## config.mk

```make
export PLATFORM = sky130hd
export DESIGN_NAME = asmc_regs
export DESIGN_NICKNAME = d
export VERILOG_FILES = /design/src/asmc_pkg.sv /design/src/asmc_slot_decode.sv /design/src/asmc_regs.sv
export SDC_FILE = /design/constraint.sdc
export NUM_CORES = 1
export LEC_CHECK = 0
export BUFFER_PORTS_ARGS = -buffer_cell sky130_fd_sc_hd__buf_2
export CORE_MARGIN = 2
export CORE_UTILIZATION = 35
export DETAILED_ROUTE_END_ITERATION = 10
export HOLD_SLACK_MARGIN = 0.06
export PLACE_DENSITY = 0.71
export SLEW_MARGIN = 15
export SYNTH_ARGS = -nofsm -noshare
export SYNTH_HDL_FRONTEND = slang
export SYNTH_SLANG_ARGS = --single-unit
```

## constraint.sdc

```tcl
create_clock -name I_CLK -period 1.5 [get_ports I_CLK]
set_input_delay 0.3 -clock I_CLK [delete_from_list [all_inputs] [get_ports I_CLK]]
set_output_delay 0.3 -clock I_CLK [all_outputs]
set_load 0.03 [all_outputs]
```

## src/asmc_pkg.sv

```systemverilog
// constants and types for the audio slot map register bank, channels 3 and 4
package asmc_pkg;

	////////////////////////////////////////////////////////////////////////////////
	// bus shape
	localparam int ADDR_W = 8;
	localparam int DATA_W = 32;
	localparam int NUM_CH = 2;

	////////////////////////////////////////////////////////////////////////////////
	// register indices as printed; byte address is four times the index
	localparam logic [7:0] CH3_INDEX = 8'h0D;
	localparam logic [7:0] CH4_INDEX = 8'h0E;
	localparam logic [7:0] CH3_ADDR = 8'(CH3_INDEX * 4);
	localparam logic [7:0] CH4_ADDR = 8'(CH4_INDEX * 4);
	localparam logic [NUM_CH-1:0][7:0] REG_ADDR = {CH4_ADDR, CH3_ADDR};

	////////////////////////////////////////////////////////////////////////////////
	// values after reset
	localparam logic [7:0] CH3_RESET = 8'h02;
	localparam logic [7:0] CH4_RESET = 8'h03;
	localparam logic [NUM_CH-1:0][7:0] REG_RESET = {CH4_RESET, CH3_RESET};

	////////////////////////////////////////////////////////////////////////////////
	// field positions
	localparam int RESERVED_BIT = 7;
	localparam int LINE_SEL_BIT = 6;
	localparam int SLOT_MSB = 5;
	localparam int HALF_BIT = 5;
	localparam int HALF_SLOT_MSB = 4;
	localparam logic [7:0] WRITABLE_MASK = 8'h7F;

	////////////////////////////////////////////////////////////////////////////////
	// bus responses
	localparam logic [1:0] RESP_OKAY = 2'h0;
	localparam logic [1:0] RESP_SLVERR = 2'h2;

	////////////////////////////////////////////////////////////////////////////////
	// route of one channel toward the serial framer
	typedef struct packed
	{
		logic line_sel;
		logic right_half;
		logic [5:0] slot;
	} asmc_route_t;

endpackage

```

## src/asmc_slot_decode.sv

```systemverilog
// slot field and line select decode of one channel
module asmc_slot_decode
(
	// configuration
	input wire logic [7:0] i_cfg,
	input wire logic i_tdm,
	// decoded route
	output asmc_pkg::asmc_route_t o_route
);

	wire logic line_sel;
	wire logic upper_half;
	wire logic [5:0] tdm_slot;
	wire logic [5:0] half_slot;

	assign line_sel = i_cfg[asmc_pkg::LINE_SEL_BIT];
	assign upper_half = i_cfg[asmc_pkg::HALF_BIT];
	// tdm keeps all six bits as the slot number
	assign tdm_slot = i_cfg[asmc_pkg::SLOT_MSB:0];
	// two-channel framing: bit 5 picks the right half, low bits the slot
	assign half_slot = {1'b0, i_cfg[asmc_pkg::HALF_SLOT_MSB:0]};

	assign o_route.line_sel = line_sel;
	assign o_route.right_half = i_tdm ? 1'b0 : upper_half;
	assign o_route.slot = i_tdm ? tdm_slot : half_slot;

endmodule

```

## src/asmc_regs.sv

```systemverilog
// slot map registers for channels 3 and 4 behind an axi4-lite slave
// Summary of operation
// - line select clear sends the channel word on the primary serial output
// - line select set sends the channel word on the secondary output pin
// - slot values 0..31: same slot in tdm, left slot of that number otherwise
// - slot values 32..63: same slot in tdm, right slot value minus 32 otherwise
// - channel 3 register at index 0x0D, resets to slot 2, primary output
// - channel 4 register at index 0x0E, resets to slot 3, primary output
module asmc_regs
(
	// clock and reset
	input wire logic I_CLK,
	input wire logic I_SYS_RST,
	// framing mode from the serial framer
	input wire logic I_TDM_FRAMING,
	// write address channel
	input wire logic I_AWVALID,
	input wire logic [asmc_pkg::ADDR_W-1:0] I_AWADDR,
	output logic O_AWREADY,
	// write data channel
	input wire logic I_WVALID,
	input wire logic [asmc_pkg::DATA_W-1:0] I_WDATA,
	input wire logic [3:0] I_WSTRB,
	output logic O_WREADY,
	// write response channel
	output logic O_BVALID,
	output logic [1:0] O_BRESP,
	input wire logic I_BREADY,
	// read address channel
	input wire logic I_ARVALID,
	input wire logic [asmc_pkg::ADDR_W-1:0] I_ARADDR,
	output logic O_ARREADY,
	// read data channel
	output logic O_RVALID,
	output logic [asmc_pkg::DATA_W-1:0] O_RDATA,
	output logic [1:0] O_RRESP,
	input wire logic I_RREADY,
	// routes toward the serial framer
	output asmc_pkg::asmc_route_t O_CH3_ROUTE,
	output asmc_pkg::asmc_route_t O_CH4_ROUTE
);

	////////////////////////////////////////////////////////////////////////////////
	// address decode

	function automatic logic [asmc_pkg::NUM_CH-1:0] reg_hit
	(
		input logic [asmc_pkg::ADDR_W-1:0] addr
	);
		logic [asmc_pkg::NUM_CH-1:0] hit;
		hit = '0;
		for (int i = 0; i < asmc_pkg::NUM_CH; i++)
		begin
			hit[i] = (addr[7:2] == asmc_pkg::REG_ADDR[i][7:2]);
		end
		return hit;
	endfunction

	////////////////////////////////////////////////////////////////////////////////
	// write channel state

	logic aw_held_reg;
	logic aw_held_next;
	logic [asmc_pkg::ADDR_W-1:0] aw_addr_reg;
	logic w_held_reg;
	logic w_held_next;
	logic [7:0] w_byte_reg;
	logic w_lane_reg;
	logic awready_reg;
	logic wready_reg;
	logic bvalid_reg;
	logic bvalid_next;
	logic [1:0] bresp_reg;

	wire logic aw_take;
	wire logic w_take;
	wire logic wr_fire;
	wire logic [asmc_pkg::NUM_CH-1:0] wr_hit;
	wire logic wr_mapped;

	assign aw_take = I_AWVALID && awready_reg;
	assign w_take = I_WVALID && wready_reg;
	// write only once both halves are held and the last response is gone
	assign wr_fire = aw_held_reg && w_held_reg && !bvalid_reg;
	assign wr_hit = reg_hit(aw_addr_reg);
	assign wr_mapped = |wr_hit;

	assign aw_held_next = wr_fire ? 1'b0 : (aw_held_reg || aw_take);
	assign w_held_next = wr_fire ? 1'b0 : (w_held_reg || w_take);
	assign bvalid_next = wr_fire ? 1'b1 : (bvalid_reg && !I_BREADY);

	always_ff @(posedge I_CLK or posedge I_SYS_RST)
	begin
		if (I_SYS_RST)
		begin
			aw_held_reg <= 1'b0;
			w_held_reg <= 1'b0;
			awready_reg <= 1'b1;
			wready_reg <= 1'b1;
			bvalid_reg <= 1'b0;
		end
		else
		begin
			aw_held_reg <= aw_held_next;
			w_held_reg <= w_held_next;
			awready_reg <= !aw_held_next;
			wready_reg <= !w_held_next;
			bvalid_reg <= bvalid_next;
		end
	end

	// payload flops carry no reset; they are only read while held
	always_ff @(posedge I_CLK)
	begin
		if (aw_take)
			aw_addr_reg <= I_AWADDR;
		if (w_take)
			w_byte_reg <= I_WDATA[7:0];
		if (w_take)
			w_lane_reg <= I_WSTRB[0];
	end

	always_ff @(posedge I_CLK or posedge I_SYS_RST)
	begin
		if (I_SYS_RST)
			bresp_reg <= asmc_pkg::RESP_OKAY;
		else if (wr_fire)
			bresp_reg <= wr_mapped ? asmc_pkg::RESP_OKAY : asmc_pkg::RESP_SLVERR;
	end

	////////////////////////////////////////////////////////////////////////////////
	// configuration registers and routes

	logic [7:0] cfg_reg [asmc_pkg::NUM_CH];
	asmc_pkg::asmc_route_t route_reg [asmc_pkg::NUM_CH];

	genvar g;
	generate
		for (g = 0; g < asmc_pkg::NUM_CH; g++)
		begin : gen_ch
			wire logic wr_en;
			wire logic [7:0] cfg_next;
			asmc_pkg::asmc_route_t route_next;

			// narrow register lives in lane 0 only
			assign wr_en = wr_fire && wr_hit[g] && w_lane_reg;
			// reserved bit never stored
			assign cfg_next = w_byte_reg & asmc_pkg::WRITABLE_MASK;

			always_ff @(posedge I_CLK or posedge I_SYS_RST)
			begin
				if (I_SYS_RST)
					cfg_reg[g] <= asmc_pkg::REG_RESET[g];
				else if (wr_en)
					cfg_reg[g] <= cfg_next;
			end

			asmc_slot_decode u_decode
			(
				.i_cfg(cfg_reg[g]),
				.i_tdm(I_TDM_FRAMING),
				.o_route(route_next)
			);

			// framer sees the route one cycle after the register changes
			always_ff @(posedge I_CLK or posedge I_SYS_RST)
			begin
				if (I_SYS_RST)
					route_reg[g] <= '0;
				else
					route_reg[g] <= route_next;
			end
		end
	endgenerate

	////////////////////////////////////////////////////////////////////////////////
	// read channel

	logic arready_reg;
	logic rvalid_reg;
	logic [7:0] rbyte_reg;
	logic [1:0] rresp_reg;

	wire logic ar_take;
	wire logic [asmc_pkg::NUM_CH-1:0] rd_hit;
	wire logic [7:0] rd_byte;

	assign ar_take = I_ARVALID && arready_reg;
	assign rd_hit = reg_hit(I_ARADDR);
	// one-hot select; reserved bit masked again so it always reads zero
	assign rd_byte = ((rd_hit[0] ? cfg_reg[0] : 8'h00)
		| (rd_hit[1] ? cfg_reg[1] : 8'h00)) & asmc_pkg::WRITABLE_MASK;

	always_ff @(posedge I_CLK or posedge I_SYS_RST)
	begin
		if (I_SYS_RST)
		begin
			arready_reg <= 1'b1;
			rvalid_reg <= 1'b0;
			rbyte_reg <= 8'h00;
			rresp_reg <= asmc_pkg::RESP_OKAY;
		end
		else if (ar_take)
		begin
			arready_reg <= 1'b0;
			rvalid_reg <= 1'b1;
			rbyte_reg <= rd_byte;
			rresp_reg <= (|rd_hit) ? asmc_pkg::RESP_OKAY : asmc_pkg::RESP_SLVERR;
		end
		else if (rvalid_reg && I_RREADY)
		begin
			arready_reg <= 1'b1;
			rvalid_reg <= 1'b0;
		end
	end

	////////////////////////////////////////////////////////////////////////////////
	// outputs

	assign O_AWREADY = awready_reg;
	assign O_WREADY = wready_reg;
	assign O_BVALID = bvalid_reg;
	assign O_BRESP = bresp_reg;
	assign O_ARREADY = arready_reg;
	assign O_RVALID = rvalid_reg;
	assign O_RDATA = {24'h00_0000, rbyte_reg};
	assign O_RRESP = rresp_reg;
	assign O_CH3_ROUTE = route_reg[0];
	assign O_CH4_ROUTE = route_reg[1];

	////////////////////////////////////////////////////////////////////////////////
	// checks

	a_primary_line: assert property (
		@(posedge I_CLK) disable iff (I_SYS_RST)
		!cfg_reg[0][asmc_pkg::LINE_SEL_BIT] ##1 !cfg_reg[0][asmc_pkg::LINE_SEL_BIT]
		|-> !O_CH3_ROUTE.line_sel)
		else $error("channel 3 left the primary line while select clear");

	a_secondary_line: assert property (
		@(posedge I_CLK) disable iff (I_SYS_RST)
		(!I_SYS_RST && cfg_reg[1][asmc_pkg::LINE_SEL_BIT]) |=> O_CH4_ROUTE.line_sel)
		else $error("channel 4 not on secondary line while select set");

	// sampled reset in the antecedent: routes still read zero one edge after release
	a_ch3_secondary_line: assert property (
		@(posedge I_CLK) disable iff (I_SYS_RST)
		(!I_SYS_RST && cfg_reg[0][asmc_pkg::LINE_SEL_BIT]) |=> O_CH3_ROUTE.line_sel)
		else $error("channel 3 not on secondary line while select set");

	a_left_half_slot: assert property (
		@(posedge I_CLK) disable iff (I_SYS_RST)
		(!I_SYS_RST && !I_TDM_FRAMING && !cfg_reg[0][asmc_pkg::HALF_BIT])
		|=> !O_CH3_ROUTE.right_half
		&& O_CH3_ROUTE.slot == {1'b0, $past(cfg_reg[0][4:0])})
		else $error("low slot value not mapped to left half slot");

	a_right_half_slot: assert property (
		@(posedge I_CLK) disable iff (I_SYS_RST)
		(!I_SYS_RST && !I_TDM_FRAMING && cfg_reg[1][asmc_pkg::HALF_BIT])
		|=> O_CH4_ROUTE.right_half
		&& O_CH4_ROUTE.slot == $past(cfg_reg[1][5:0]) - 6'h20)
		else $error("high slot value not mapped to right half minus 32");

	a_tdm_slot_same: assert property (
		@(posedge I_CLK) disable iff (I_SYS_RST)
		(!I_SYS_RST && I_TDM_FRAMING) |=> !O_CH3_ROUTE.right_half
		&& O_CH3_ROUTE.slot == $past(cfg_reg[0][5:0]))
		else $error("tdm slot differs from slot field");

	a_ch3_write_lands: assert property (
		@(posedge I_CLK) disable iff (I_SYS_RST)
		(wr_fire && aw_addr_reg == asmc_pkg::CH3_ADDR && w_lane_reg)
		|=> cfg_reg[0] == ($past(w_byte_reg) & 8'h7F) && O_BRESP == asmc_pkg::RESP_OKAY)
		else $error("write to channel 3 index not stored");

	a_ch4_write_lands: assert property (
		@(posedge I_CLK) disable iff (I_SYS_RST)
		(wr_fire && aw_addr_reg == asmc_pkg::CH4_ADDR && w_lane_reg)
		|=> cfg_reg[1] == ($past(w_byte_reg) & 8'h7F) && O_BRESP == asmc_pkg::RESP_OKAY)
		else $error("write to channel 4 index not stored");

	a_ch4_read_back: assert property (
		@(posedge I_CLK) disable iff (I_SYS_RST)
		(ar_take && I_ARADDR == asmc_pkg::CH4_ADDR)
		|=> O_RVALID && O_RDATA[7:0] == $past(cfg_reg[1]) && O_RRESP == asmc_pkg::RESP_OKAY)
		else $error("channel 4 read returned wrong value");

	a_ch3_read_back: assert property (
		@(posedge I_CLK) disable iff (I_SYS_RST)
		(ar_take && I_ARADDR == asmc_pkg::CH3_ADDR)
		|=> O_RVALID && O_RDATA[7:0] == $past(cfg_reg[0]) && O_RRESP == asmc_pkg::RESP_OKAY)
		else $error("channel 3 read returned wrong value");

	a_reserved_zero: assert property (
		@(posedge I_CLK) disable iff (I_SYS_RST)
		!cfg_reg[0][asmc_pkg::RESERVED_BIT] && !cfg_reg[1][asmc_pkg::RESERVED_BIT]
		&& !(O_RVALID && O_RDATA[asmc_pkg::RESERVED_BIT]))
		else $error("reserved bit seen set");

	a_write_answer: assert property (
		@(posedge I_CLK) disable iff (I_SYS_RST)
		wr_fire |=> O_BVALID && (O_BRESP == asmc_pkg::RESP_SLVERR) == !$past(wr_mapped))
		else $error("write response missing or wrong");

endmodule

```

==> impl_metrics.csv <==
group,metric,value,unit
synth,ys_top_cells_by_area,"dfrtp_1, edfxtp_1, buf_4",
synth,synth_largest_area_cell,"dfrtp_1",
place,portBuffers,57,
drt,ant_nets,0,
setup_path,path_buf_inv,1,
floorplanning,die_y,86.0,um
sta,relSlewSlack,56.2,%
power_and_ir_drop,seqPwrFrac,47.5,%
clock_network,clock_path_buffers,2,
drt,drt_pass1_iterations,3,
power_and_ir_drop,cellPowerDensity,1530,nW/um^2
setup_path,max_stage_delay,360,ps
floorplanning,initial_core_util,36.7,%
floorplanning,core_area,6420,sq um
sta,worst_pin_slew,655,ps
setup_path,path_max_fanout,3,
drt,wl_per_cell,13.7,um
synth,syn_inst,158,
flow_run,maxCapViolCount,0,
power_and_ir_drop,clock_power_share,32.5,%
clock_network,insertion_delay,330,ps
clock_network,cts_root_buffer,"clkbuf_8",
sta,drv_slew,0,
synth,synth_edf_count,14,
final_layout,instances_no_fill,313,
synth,syn_area,2350,sq um
place,placed_cell_area,2690,sq um
sta,hold_viol,0,
setup_path,crit_slowest_cell,"edfxtp_1",
drt,vias_per_cell,4.35,
final_layout,syn_to_final_growth,26.0,%
final_layout,final_area,2970,sq um
floorplanning,die_x,86.0,um
floorplanning,io_pins,117,
global_routing,track_usage,12.4,%
synth,ys_seq_elements,60,
sta,max_clock_freq,0.681,GHz
drt,drtIter0Drc,57,
global_routing,gr-total-overflow,0,
final_layout,fin_util,46.2,%
setup_path,crit_chain,"nand4bb_4 -> nor3_4 -> buf_6 -> mux2_4",
power_and_ir_drop,power.switching,1.39,mW
final_layout,fillers,586,
synth,yosys_warnings,0,
clock_network,cts_tree,"yes",
final_layout,largest_register_ffs,14,
synth,synth-main-ff-cell,"dfrtp_1",
sta,rsz0062_at_grt,"true",
floorplanning,rows,29,
synth,synth.avg_cell_area,14.9,sq um
power_and_ir_drop,leakagePower,1.50,nW
sta,setup_viol_count_final,0,
clock_network,htree_levels,3,
drt,wl,4300,um
setup_path,crit_type,"register to register",
hold_path,hold_class,"input port to register",
sta,holdWs,130,ps
floorplanning,fp.dieArea,7400,sq um
sta,setup_tns,0,ps
sta,finalCritPeriodShare,97.9,%
power_and_ir_drop,cell_internal_pwr,3.15,mW
clock_network,clock_sinks,60,
setup_path,critPathRequiredTime,1710,ps
clock_network,clk_pin_slew,70,ps
synth,synth_cell_types,25,
power_and_ir_drop,irDropWorstVdd,716,uV
place,dp_cells,295,
synth,yosysMostFrequentCell,"dfrtp_1",
sta,period_minus_slack,1470,ps
sta,finalClockSkew,7.01,ps
global_routing,grt_pass1_vias,1402,
final_layout,drive_gt1_share,44.9,%
synth,ys_async_sr_fraction,76.7,%
power_and_ir_drop,p_sw_share,30.6,%
global_routing,grt_pass1_wl,6800,um
drt,dr_total_vias,1361,
place,place_congestion,0.714,
drt,drc,0,
final_layout,diodes,0,
synth,yosysSeqAreaShare,67.1,%
setup_path,crit_family,"simple AND/OR/NAND/NOR gates",
status,status,"finished clean",
power_and_ir_drop,combPwrFrac,20.0,%
place,hpwl,3050,um
synth,yosys-top-cells-count,"dfrtp_1, buf_4, a22o_1, edfxtp_1, mux2_2",
global_routing,grt_start_max_net_pins,47,
setup_path,crit_path_start_kind,"register",
global_routing,antenna_found_initial,0,
setup_path,crit_path_end_kind,"register",
setup_path,cp.arrival,1680,ps
synth,synth_top_area_share,42.5,%
clock_network,numCtsBuffers,9,
final_layout,nets,291,
-- through the flow --
| step | setup slack [ps] | total power, mW |
|---|---|---|
| after floorplan | 17.0 | 2.84 |
| final | 31.0 | 4.54 |
| after CTS | 5.02 | 4.55 |
| after global placement | 46.9 | 3.03 |
| after detailed placement | 3.52 | 3.06 |
| after global routing | -40.5 | 4.78 |
-- placed cells by master, fill, tap and decap left out --
cell type,n
a21oi_1,1
a22o_1,14
and2_1,3
buf_12,1
buf_2,57
buf_4,3
buf_6,4
bufinv_16,1
clkbuf_1,2
clkbuf_8,11
clkinvlp_4,2
conb_1,27
dfrtp_1,39
dfrtp_2,1
dfstp_2,6
dlygate4sd3_1,1
edfxtp_1,14
inv_1,5
inv_2,1
mux2_2,2
mux2_4,12
mux2i_1,1
nand2_1,6
nand2b_1,2
nand3b_1,1
nand4b_4,1
nand4bb_4,1
nor2_1,1
nor2b_1,4
nor3_4,2
nor4_2,1
o2111a_1,1
o21a_1,1
o21ai_0,7
-- worst register-to-register path, delay by kind of cell, from the launching register on --
family        cells  cell delay, ps
simple gates      2             530
flops             1             360
buf+inv           1             150
mux               1             300
-- final cells by class --
| class | instances | area (sq um) | share of cell area, % |
|---|---|---|---|
| timing repair buffer | 66 | 383 | 12.9 |
| tap | 77 | 96.3 | 3.25 |
| inverter | 6 | 22.5 | 0.759 |
| clock inverter | 3 | 45.0 | 1.52 |
| multi-input combinational | 88 | 682 | 23.0 |
| clock buffer | 13 | 159 | 5.35 |
| sequential | 60 | 1580 | 53.2 |
-- worst paths after layout --
| check | from | endpoint | slack, ps | depth (start not counted) |
|---|---|---|---|---|
| setup / recovery | aw_addr_reg[7] | cfg_reg[5] | 30 | 4 |
| hold / removal | I_ARVALID | O_ARREADY | 130 | 2 |
| setup reg to reg | aw_addr_reg[7] | cfg_reg[5] | 30 | 4 |
| hold reg to reg | cfg_reg[3] | O_CH4_ROUTE[3] | 400 | 0 |
| max in group asynchronous | I_SYS_RST | O_WREADY | 670 | 4 |
| min in group asynchronous | I_SYS_RST | O_RVALID | 560 | 4 |
-- cell families (layout without fill, tap and decap cells) --
kind of cell | count (synthesis) | after routing | synth area share, %
flip-flops | 60 | 60 | 67.1
buffers and inverters | 36 | 88 | 10.0
AO/OA/AOI/OAI | 24 | 24 | 7.70
AND/OR/NAND/NOR | 22 | 22 | 7.92
multiplexers | 15 | 15 | 7.12
other | 1 | 27 | 0.159
-- power by group through the flow --
stage	combinational [mW]	clock [mW]	sequential, mW
6_report	0.908	1.48	2.16
5_1_grt	0.978	1.60	2.20
4_1_cts	0.876	1.51	2.16
3_5_place_dp	0.870	0	2.19
3_3_place_gp	0.855	0	2.18
2_1_floorplan	0.429	0	2.41
-- per-layer routing --
| metal | vias up | GRT usage, % | part of all wire [%] |
|---|---|---|---|
| met5 | - | 0 | 0 |
| met1 | 665 | 14.1 | 41 |
| met3 | 7 | 3.85 | 5.7 |
| met2 | 51 | 21.1 | 52 |
| met4 | 0 | 6.06 | 1.2 |
| li1 | 638 | - | - |
-- what timing repair did --
item / CTS / global route
hold buffers: 1 / 0
endpoints found under the hold margin: 40 / 0
pin swaps: 1 / 3
resized for setup: 0 / 17
setup buffers: 0 / 1
setup endpoints to repair: 1 / 13
Note: power is estimated with default switching activity, not from simulation.
